==> src/rtl/pm_cap_pkg.sv <==
`default_nettype none
package pm_cap_pkg;

    // Register byte offsets in configuration space
    localparam logic [7:0] CAP_OFFSET = 8'hc0;
    localparam logic [7:0] CTL_OFFSET = 8'hc4;

    // Capability register field positions
    localparam int CAP_ID_LSB    = 0;
    localparam int NXT_LSB       = 8;
    localparam int REV_LSB       = 16;
    localparam int CLK_BIT       = 19;
    localparam int INIT_BIT      = 21;
    localparam int AUX_LSB       = 22;
    localparam int MID1_BIT      = 25;
    localparam int MID2_BIT      = 26;
    localparam int MASK_LSB      = 27;

    // Control and status register field positions
    localparam int PWR_LSB       = 0;
    localparam int CTX_BIT       = 3;
    localparam int WEN_BIT       = 8;
    localparam int WST_BIT       = 15;

    // Fixed values and values after reset
    localparam logic [7:0] CAP_ID_VAL  = 8'h01;
    localparam logic [7:0] NXT_RST     = 8'hd0;
    localparam logic [2:0] REV_VAL     = 3'h3;
    localparam logic       INIT_RST    = 1'h0;
    localparam logic [2:0] AUX_RST     = 3'h7;
    localparam logic [4:0] MASK_RST    = 5'h19;
    localparam logic [1:0] PWR_RST     = 2'h0;
    localparam logic       CTX_RST     = 1'h1;
    localparam logic       WEN_RST     = 1'h0;
    localparam logic       WST_RST     = 1'h0;

    // Power state codes
    localparam logic [1:0] PS_D0       = 2'h0;
    localparam logic [1:0] PS_D3HOT    = 2'h3;

    // Bus request from the master
    typedef struct packed {
        logic        psel;
        logic        penable;
        logic        pwrite;
        logic [7:0]  paddr;
        logic [31:0] pwdata;
        logic [3:0]  pstrb;
    } apb_req_t;

    // Bus answer to the master
    typedef struct packed {
        logic        pready;
        logic        pslverr;
        logic [31:0] prdata;
    } apb_rsp_t;

    // Register state of the capability block
    typedef struct packed {
        logic [7:0]  next_ptr;
        logic        init_flag;
        logic [2:0]  aux;
        logic [4:0]  wake_mask;
        logic [1:0]  pwr_state;
        logic        ctx_pres;
        logic        wake_en;
        logic        wake_msg;
        logic        fwd_msg;
        logic [31:0] prdata;
    } cfg_state_t;

    // State of one sticky status flag
    typedef struct packed {
        logic flag;
    } flag_state_t;

endpackage
`default_nettype wire

==> src/rtl/apb_cfg_decode.sv <==
`default_nettype none
module apb_cfg_decode (
    input  wire logic              pce,
    input  wire pm_cap_pkg::apb_req_t req,
    output logic                   sel_cap,
    output logic                   sel_ctl,
    output logic                   setup,
    output logic                   wr_fire,
    output logic [31:0]            wmask,
    output logic                   pready,
    output logic                   pslverr
);

    // Address decode on the aligned word
    assign sel_cap = (req.paddr[7:2] == pm_cap_pkg::CAP_OFFSET[7:2]);
    assign sel_ctl = (req.paddr[7:2] == pm_cap_pkg::CTL_OFFSET[7:2]);

    // Setup phase and write commit, both frozen by the clock enable
    assign setup   = req.psel & ~req.penable & pce;
    assign wr_fire = req.psel & req.penable & req.pwrite & pce;

    // Zero wait state; unmapped words answer with an error
    assign pready  = req.psel & req.penable & pce;
    assign pslverr = pready & ~(sel_cap | sel_ctl);

    // Byte strobes widened to a bit mask
    genvar g;
    generate
        for (g = 0; g < 4; g++) begin : g_lane
            assign wmask[g*8 +: 8] = {8{req.pstrb[g]}};
        end
    endgenerate

endmodule
`default_nettype wire

==> src/rtl/sticky_flag.sv <==
`default_nettype none
module sticky_flag (
    input  wire logic pclk,
    input  wire logic presetn,
    input  wire logic pce,
    input  wire logic set,
    input  wire logic clr,
    output logic      flag
);

    pm_cap_pkg::flag_state_t st_q;
    pm_cap_pkg::flag_state_t st_d;

    // Set wins over a clear in the same cycle
    always_comb begin
        st_d = st_q;
        if (pce) begin
            if (set) begin
                st_d.flag = 1'b1;
            end else if (clr) begin
                st_d.flag = 1'b0;
            end
        end
    end

    // Of the resets, only a fundamental reset clears the flag; a clear also does
    always_ff @(posedge pclk or negedge presetn) begin
        if (!presetn) begin
            st_q.flag <= pm_cap_pkg::WST_RST;
        end else begin
            st_q <= st_d;
        end
    end

    assign flag = st_q.flag;

endmodule
`default_nettype wire

==> src/rtl/port_power_mgmt_capability.sv <==
// What this block does
// Capability identifier bits 7:0 always read 0x1.
// Next-capability pointer bits 15:8 reset to 0xD0, writable only unlocked.
// Version bits 18:16 are read-only and read 0x3.
// Clock bit 19, control bits 22 and 23 read as zero.
// Device-specific init flag bit 21 resets zero, writable only unlocked.
// Aux current bits 24:22 sticky writable, reset 0x7.
// Intermediate state support bits 25 and 26 read zero.
// Wake support mask bits 31:27 sticky writable, reset 0b11001.
// Power state bits 1:0 read/write, reset D0; 0x3 is D3hot.
// Writes of reserved power state codes 1 or 2 are ignored.
// Context preserved flag bit 3 resets one, writable only unlocked.
// Wake enable bit 8 sticky read/write, reset zero, gates own wake messages.
// Hot reset leaves wake enable alone; fundamental reset clears it.
// Serial EEPROM setup should set wake enable for hot plug wakes.
// Wake status bit 15 sets on own events, sticky, write-one-clear.
// Forwarded wake messages leave wake status unchanged.
// Upstream port never sets wake status.
// Data select, scale and data fields of control read zero.
//
// The APB register port was left to the implementer.
`default_nettype none
module port_power_mgmt_capability (
    input  wire logic                 pclk,
    input  wire logic                 presetn,
    input  wire logic                 pce,
    input  wire pm_cap_pkg::apb_req_t apb_req,
    output pm_cap_pkg::apb_rsp_t      apb_rsp,
    input  wire logic                 hot_reset,
    input  wire logic                 write_lock,
    input  wire logic                 is_upstream,
    input  wire logic                 wake_event,
    input  wire logic                 fwd_wake,
    output logic [1:0]                power_state,
    output logic                      context_preserved,
    output logic                      wake_message_enable,
    output logic                      wake_message_status,
    output logic                      wake_msg_req,
    output logic                      fwd_msg_out
);

    pm_cap_pkg::cfg_state_t st_q;
    pm_cap_pkg::cfg_state_t st_d;

    logic        sel_cap;
    logic        sel_ctl;
    logic        setup;
    logic        wr_fire;
    logic [31:0] wmask;
    logic        pready;
    logic        pslverr;
    logic        wst_set;
    logic        wst_clr;
    logic        wake_status;
    logic        cap_wr;
    logic        ctl_wr;
    logic [31:0] cap_word;
    logic [31:0] ctl_word;
    logic [31:0] wdata;
    logic [1:0]  ps_new;

    // Bus decode and handshake
    apb_cfg_decode u_decode (
        .pce     (pce),
        .req     (apb_req),
        .sel_cap (sel_cap),
        .sel_ctl (sel_ctl),
        .setup   (setup),
        .wr_fire (wr_fire),
        .wmask   (wmask),
        .pready  (pready),
        .pslverr (pslverr)
    );

    assign cap_wr = wr_fire & sel_cap;
    assign ctl_wr = wr_fire & sel_ctl;
    assign wdata  = apb_req.pwdata;
    assign ps_new = wdata[pm_cap_pkg::PWR_LSB +: 2];

    // Wake status: own events set it, forwarded ones never do
    assign wst_set = wake_event & ~is_upstream;
    assign wst_clr = ctl_wr & wmask[pm_cap_pkg::WST_BIT]
                     & wdata[pm_cap_pkg::WST_BIT];

    sticky_flag u_wake_status (
        .pclk    (pclk),
        .presetn (presetn),
        .pce     (pce),
        .set     (wst_set),
        .clr     (wst_clr),
        .flag    (wake_status)
    );

    // Capability word; unlisted bits stay zero
    always_comb begin
        cap_word = 32'h0000_0000;
        cap_word[pm_cap_pkg::CAP_ID_LSB +: 8] = pm_cap_pkg::CAP_ID_VAL;
        cap_word[pm_cap_pkg::NXT_LSB +: 8]    = st_q.next_ptr;
        cap_word[pm_cap_pkg::REV_LSB +: 3]    = pm_cap_pkg::REV_VAL;
        cap_word[pm_cap_pkg::CLK_BIT]         = 1'b0;
        cap_word[pm_cap_pkg::INIT_BIT]        = st_q.init_flag;
        cap_word[pm_cap_pkg::AUX_LSB +: 3]    = st_q.aux;
        cap_word[pm_cap_pkg::MID1_BIT]        = 1'b0;
        cap_word[pm_cap_pkg::MID2_BIT]        = 1'b0;
        cap_word[pm_cap_pkg::MASK_LSB +: 5]  = st_q.wake_mask;
    end

    // Control word; data, scale, select and bus power bits read zero
    always_comb begin
        ctl_word = 32'h0000_0000;
        ctl_word[pm_cap_pkg::PWR_LSB +: 2]    = st_q.pwr_state;
        ctl_word[pm_cap_pkg::CTX_BIT]         = st_q.ctx_pres;
        ctl_word[pm_cap_pkg::WEN_BIT]         = st_q.wake_en;
        ctl_word[pm_cap_pkg::WST_BIT]         = wake_status;
    end

    // Next state of all registers
    always_comb begin
        st_d = st_q;
        if (pce) begin
            // Non-sticky fields return to defaults on a hot reset
            if (hot_reset) begin
                st_d.next_ptr  = pm_cap_pkg::NXT_RST;
                st_d.init_flag = pm_cap_pkg::INIT_RST;
                st_d.pwr_state = pm_cap_pkg::PWR_RST;
                st_d.ctx_pres  = pm_cap_pkg::CTX_RST;
            end else begin
                // Lock-writable capability fields
                if (cap_wr && !write_lock) begin
                    st_d.next_ptr = (st_q.next_ptr
                        & ~wmask[pm_cap_pkg::NXT_LSB +: 8])
                        | (wdata[pm_cap_pkg::NXT_LSB +: 8]
                        & wmask[pm_cap_pkg::NXT_LSB +: 8]);
                    if (wmask[pm_cap_pkg::INIT_BIT]) begin
                        st_d.init_flag = wdata[pm_cap_pkg::INIT_BIT];
                    end
                end
                // Power state takes only D0 or D3hot
                if (ctl_wr && wmask[pm_cap_pkg::PWR_LSB]) begin
                    if (ps_new == pm_cap_pkg::PS_D0
                        || ps_new == pm_cap_pkg::PS_D3HOT) begin
                        st_d.pwr_state = ps_new;
                    end
                end
                // Context preserved flag is lock-writable
                if (ctl_wr && !write_lock && wmask[pm_cap_pkg::CTX_BIT]) begin
                    st_d.ctx_pres = wdata[pm_cap_pkg::CTX_BIT];
                end
            end
            // Sticky fields ignore the hot reset
            if (cap_wr) begin
                st_d.aux = (st_q.aux & ~wmask[pm_cap_pkg::AUX_LSB +: 3])
                    | (wdata[pm_cap_pkg::AUX_LSB +: 3]
                    & wmask[pm_cap_pkg::AUX_LSB +: 3]);
                st_d.wake_mask = (st_q.wake_mask
                    & ~wmask[pm_cap_pkg::MASK_LSB +: 5])
                    | (wdata[pm_cap_pkg::MASK_LSB +: 5]
                    & wmask[pm_cap_pkg::MASK_LSB +: 5]);
            end
            if (ctl_wr && wmask[pm_cap_pkg::WEN_BIT]) begin
                st_d.wake_en = wdata[pm_cap_pkg::WEN_BIT];
            end
            // Outgoing messages: own events only when enabled, forwarded ones always passed on
            st_d.wake_msg = wake_event & st_q.wake_en & ~is_upstream;
            st_d.fwd_msg  = fwd_wake;
            // Read data captured in the setup phase
            if (setup) begin
                if (sel_cap) begin
                    st_d.prdata = cap_word;
                end else if (sel_ctl) begin
                    st_d.prdata = ctl_word;
                end else begin
                    st_d.prdata = 32'h0000_0000;
                end
            end
        end
    end

    // State registers; the fundamental reset restores every default
    always_ff @(posedge pclk or negedge presetn) begin
        if (!presetn) begin
            st_q.next_ptr  <= pm_cap_pkg::NXT_RST;
            st_q.init_flag <= pm_cap_pkg::INIT_RST;
            st_q.aux       <= pm_cap_pkg::AUX_RST;
            st_q.wake_mask <= pm_cap_pkg::MASK_RST;
            st_q.pwr_state <= pm_cap_pkg::PWR_RST;
            st_q.ctx_pres  <= pm_cap_pkg::CTX_RST;
            st_q.wake_en   <= pm_cap_pkg::WEN_RST;
            st_q.wake_msg  <= 1'b0;
            st_q.fwd_msg   <= 1'b0;
            st_q.prdata    <= 32'h0000_0000;
        end else begin
            st_q <= st_d;
        end
    end

    // Outputs
    assign apb_rsp.pready      = pready;
    assign apb_rsp.pslverr     = pslverr;
    assign apb_rsp.prdata      = st_q.prdata;
    assign power_state         = st_q.pwr_state;
    assign context_preserved   = st_q.ctx_pres;
    assign wake_message_enable = st_q.wake_en;
    assign wake_message_status = wake_status;
    assign wake_msg_req        = st_q.wake_msg;
    assign fwd_msg_out         = st_q.fwd_msg;
endmodule
`default_nettype wire

==> config.mk <==
export PLATFORM = sky130hd
export DESIGN_NAME = port_power_mgmt_capability
export DESIGN_NICKNAME = d
export VERILOG_FILES = /design/src/rtl/pm_cap_pkg.sv /design/src/rtl/apb_cfg_decode.sv /design/src/rtl/sticky_flag.sv /design/src/rtl/port_power_mgmt_capability.sv
export SDC_FILE = /design/constraint.sdc
export NUM_CORES = 1
export LEC_CHECK = 0
export BUFFER_PORTS_ARGS = -buffer_cell sky130_fd_sc_hd__buf_4
export CORE_MARGIN = 10
export CORE_UTILIZATION = 30
export CTS_BUF_LIST = sky130_fd_sc_hd__clkbuf_4 sky130_fd_sc_hd__clkbuf_8
export CTS_CLUSTER_SIZE = 30
export DETAILED_ROUTE_END_ITERATION = 6
export PLACE_DENSITY_LB_ADDON = 0.1
export SLEW_MARGIN = 5
export SYNTH_ARGS = -nofsm -noshare
export SYNTH_HDL_FRONTEND = slang
export SYNTH_HIERARCHICAL = 1
export SYNTH_SLANG_ARGS = --single-unit
export TNS_END_PERCENT = 100
==> constraint.sdc <==
create_clock -name pclk -period 1.4 [get_ports pclk]
set_input_delay 0.42 -clock pclk [delete_from_list [all_inputs] [get_ports pclk]]
set_output_delay 0.42 -clock pclk [all_outputs]
set_load 0.01 [all_outputs]
Word-level counts from Yosys, hierarchy flattened
Cells that the tools add are included.

operators by class
  bitwise operators = 30
  muxes and demuxes = 11
  reductions and logical operators = 22
  equality and inequality tests = 3

operators with widths
  operator                                    number
  2-to-1 mux 32 bit                           1
  2-to-1 mux 9 bit                            2
  AND 8 bit                                   2
  2-to-1 mux 16 bit                           1
  AND 1 bit                                   14
  equality test 6 bit, second input constant  2
  AND reduction 2 bit                         6
  nonzero test 2 bit                          6
  AND 5 bit                                   2
  inverter 8 bit                              1
  bitwise OR 8 bit                            1
  AND 3 bit                                   2
  AND reduction 3 bit                         2
  logical AND 1 bit                           5
  inverter 5 bit                              1
  bitwise OR 5 bit                            1
  2-to-1 mux 1 bit                            4
  2-to-1 mux 2 bit                            2
  2-to-1 mux 3 bit                            1
  inverter 1 bit                              3
  inverter 3 bit                              1
  bitwise OR 3 bit                            1
  equality test 2 bit, second input constant  1
  zero test 2 bit                             1
  other kinds (3)                             3

word-level totals
  logic and storage cells = 77
  bits of input ports = 55
  register bits after elaboration = 56
  output and inout bits = 41

Depth between registers and ports, before layout
  depth after elaboration = 8
  depth in mapped cells = 7
  mapped depth without buffers = 5

Hierarchy
The synthesis kept the hierarchy.

modules (own cells, without submodules)
  module                      area each (µm²)  sequential area each (µm²)  cells an instance  times used
  port_power_mgmt_capability  2172.1           1113.6                      214                1
  apb_cfg_decode              312.8            0.0                         40                 1
  sticky_flag                 37.5             25.0                        3                  1

Worst setup path before layout
OpenSTA, ideal clock, no wires.

  kind = input to register
  from = input apb_req[40] (netlist name)
  to = register st_q (netlist bit cap_word[10])
  stages on the path = 6
  data required time = 1.317 ns
  arrival = 1.606 ns
  path slack = -0.289 ns
  buffers on the path = 1
  library setup time = 0.083 ns
  cell sequence = nand4bb_4 -> nor3_1 -> buf_4 -> nand4b_1 -> mux2_1 -> o22ai_1

between the ends
  word-level cells in the longest chain between the ends = 5

RTL lines
  element                               RTL line                           RTL
  start, declared                       port_power_mgmt_capability.sv:27   input wire pm_cap_pkg::apb_req_t apb_req,
  equality test 6 bit                   apb_cfg_decode.sv:15               assign sel_cap = (req.paddr[7:2] == pm_cap_pkg::CAP_OFFSET[7:2]);
  via sel_cap                           port_power_mgmt_capability.sv:45   logic sel_cap;
  AND 1 bit                             port_power_mgmt_capability.sv:75   assign cap_wr = wr_fire & sel_cap;
  logical AND 1 bit                     port_power_mgmt_capability.sv:129  if (cap_wr && !write_lock) begin
  nonzero test 2 bit (no source line)   --
  AND reduction 2 bit (no source line)  --
  end signal, assigned                  port_power_mgmt_capability.sv:193  st_q <= st_d;
  end, declared                         port_power_mgmt_capability.sv:42   pm_cap_pkg::cfg_state_t st_q;

The timed path passes the listed nets, and every way through them passes these cells.
A chain may end at the register's enable or synchronous reset.

==> flow_metrics.py <==
metrics = {
    "setup_path": {
        "path_delay_family": "simple AND/OR/NAND/NOR gates",
        "startpoint_type": "primary input",
        "critPathBufInv": 2,
        "crit_chain": "buf_6, nand4bb_4, o21a_1, buf_6",
        "critPathMaxFanout": 3,
        "endpoint_kind": "output port",
        "critPathSlowestCell": "nand4bb_4",
        "worst-setup-path-type": "in2out",
        "slowest_delay_ns": 0.24,
        "cp_common_cell": "buf_6",
        "critPathRequiredTime_ns": 0.98,
        "arrival_ns": 1.08,
    },
    "routing": {
        "drcViolationCount": 0,
        "dr_total_vias": 1930,
        "via_per_inst": 4.55,
        "wl_per_cell_um": 15.3,
        "initialDrtViolationCount": 34,
        "drtAntennaViolNets": 0,
        "firstDrtPassIters": 4,
        "drt-total-wl_mm": 6.47,
    },
    "finish": {
        "drive_above_1_share_pct": 52.8,
        "antennaDiodeCount": 0,
        "design_area_sq_um": 3370,
        "n_fill_cell": 799,
        "layout_common_cells": "93 x buf_4, 42 x nand2_1, 35 x dfrtp_1",
        "syn_to_final_growth_pct": 39.0,
        "num-nets-final": 377,
        "instances_no_fill": 424,
        "final_common_cell": "buf_4",
    },
    "synth": {
        "postSynthCellCount": 244,
        "netlist_area_sq_um": 2420,
        "yosys_warnings": 6,
        "syn_area_per_cell_sq_um": 9.94,
    },
    "die": {
        "die_x_um": 110,
        "num_rows": 32,
        "dieHeight_um": 110,
        "start_util_pct": 31.1,
        "coreArea_sq_um": 7810,
        "ios": 96,
        "die_area_sq_um": 12100,
    },
    "sta": {
        "finalClockSkew_ns": 0.0111,
        "period_minus_slack_ns": 1.50,
        "setup_tns_ns": -0.519,
        "finalSetupViolations": 19,
        "rsz0062_at_grt": "yes",
        "hold_violations": 0,
        "fin_ws_ns": -0.104,
        "clock.fmax_ghz": 0.665,
        "min_period_over_period_pct": 107,
        "drv_slew": 0,
    },
    "clock_tree": {
        "cts_root_buf": "clkbuf_8",
        "cts_max_path_buffers": 2,
        "clock_latency_ns": 0.30,
        "cts-buffers-inserted": 5,
        "htree_num_levels": 2,
        "clkSlewWorstSetupHoldPaths_ns": 0.09,
        "cts_num_sinks": 45,
        "cts_tree": "yes",
    },
    "grt": {
        "antenna_found_initial": 0,
        "grt_pass1_vias": 2005,
        "grtUsageTotal_pct": 10.9,
        "overflow": 0,
        "grt_max_degree": 25,
        "grt_first_pass_wirelength_mm": 10.2,
    },
    "placed_design": {
        "dp_cells": 406,
        "detailedPlace.worstSlack_ns": -0.459,
        "port_buffers": 71,
        "dpl_cell_area_sq_um": 3050,
        "gp_congestion": 0.721,
        "dp_hpwl_mm": 4.73,
    },
    "outcome": {
        "status": "complete, but fails checks",
        "failed_checks": "negative setup slack",
    },
    "power_and_ir_drop": {
        "p_per_area_nw_per_um2": 786,
        "leakage_nw": 1.56,
        "peakVddDrop_mv": 0.382,
        "p_total_mw": 2.65,
    },
    "hold_path": {
        "hp-class": "in2reg",
    },
    "flow_run": {
        "drv_cap": 0,
    },
}
layout make-up:
class | instances | area, sq um | share of cell area, %
Timing Repair Buffer | 107 | 863 | 25.6
Inverter | 6 | 22.5 | 0.668
Tap cell | 102 | 128 | 3.79
Clock buffer | 6 | 76.3 | 2.27
Sequential cell | 45 | 1140 | 33.8
Multi-Input combinational cell | 157 | 1140 | 33.7
Clock inverter | 1 | 5.00 | 0.149
per-stage QoR:
stage	util [%]	hold WS, ns
2_1_floorplan	-	0.124
3_3_place_gp	39.1	0.290
3_5_place_dp	39.1	0.290
4_1_cts	42.4	0.336
5_1_grt	43.2	0.334
6_report	43.2	0.340
worst register-to-register path, delay by kind of cell, from the launching register on:
family	cells	cell delay, ns
buffers and inverters	1	0.13
DFF	1	0.39
AOI/OAI and AO/OA	2	0.41
final timing paths:
kind | start | cells after the start | endpoint | slack [ns]
min in group asynchronous | presetn | 2 | u_wake_status/flag | 0.50
worst min register to register | apb_rsp[24] | 2 | apb_rsp[24] | 0.49
worst max register to register | context_preserved | 3 | context_preserved | 0.41
worst max-delay path | apb_req[41] | 4 | apb_rsp[32] | -0.10
max in group asynchronous | presetn | 3 | cap_word[12] | 0.43
worst min-delay path | fwd_wake | 2 | fwd_msg_out | 0.34
repair_timing:
item,CTS,global route
pin swaps,32,14
endpoints found under the setup margin,17,44
gates cloned,1,0
hold buffers,1,0
endpoints found under the hold margin,9,0
buffers inserted,9,2
resized for setup,44,14
per-layer routing:
metal	wire length (um)	GRT usage [%]	up-vias
met5	0	0	-
met4	68	3.81	0
met3	522	4.10	4
met2	3150	17.1	55
met1	2730	13.4	916
li1	-	-	955
report_power, final:
group | internal, mW | leakage, nW | switching, mW
Sequential | 1.37 | 0.576 | 0.0416
Clock | 0.360 | 0.0445 | 0.433
Combinational | 0.235 | 0.941 | 0.207
Total | 1.96 | 1.56 | 0.682
Note: power is estimated with default switching activity, not from simulation.
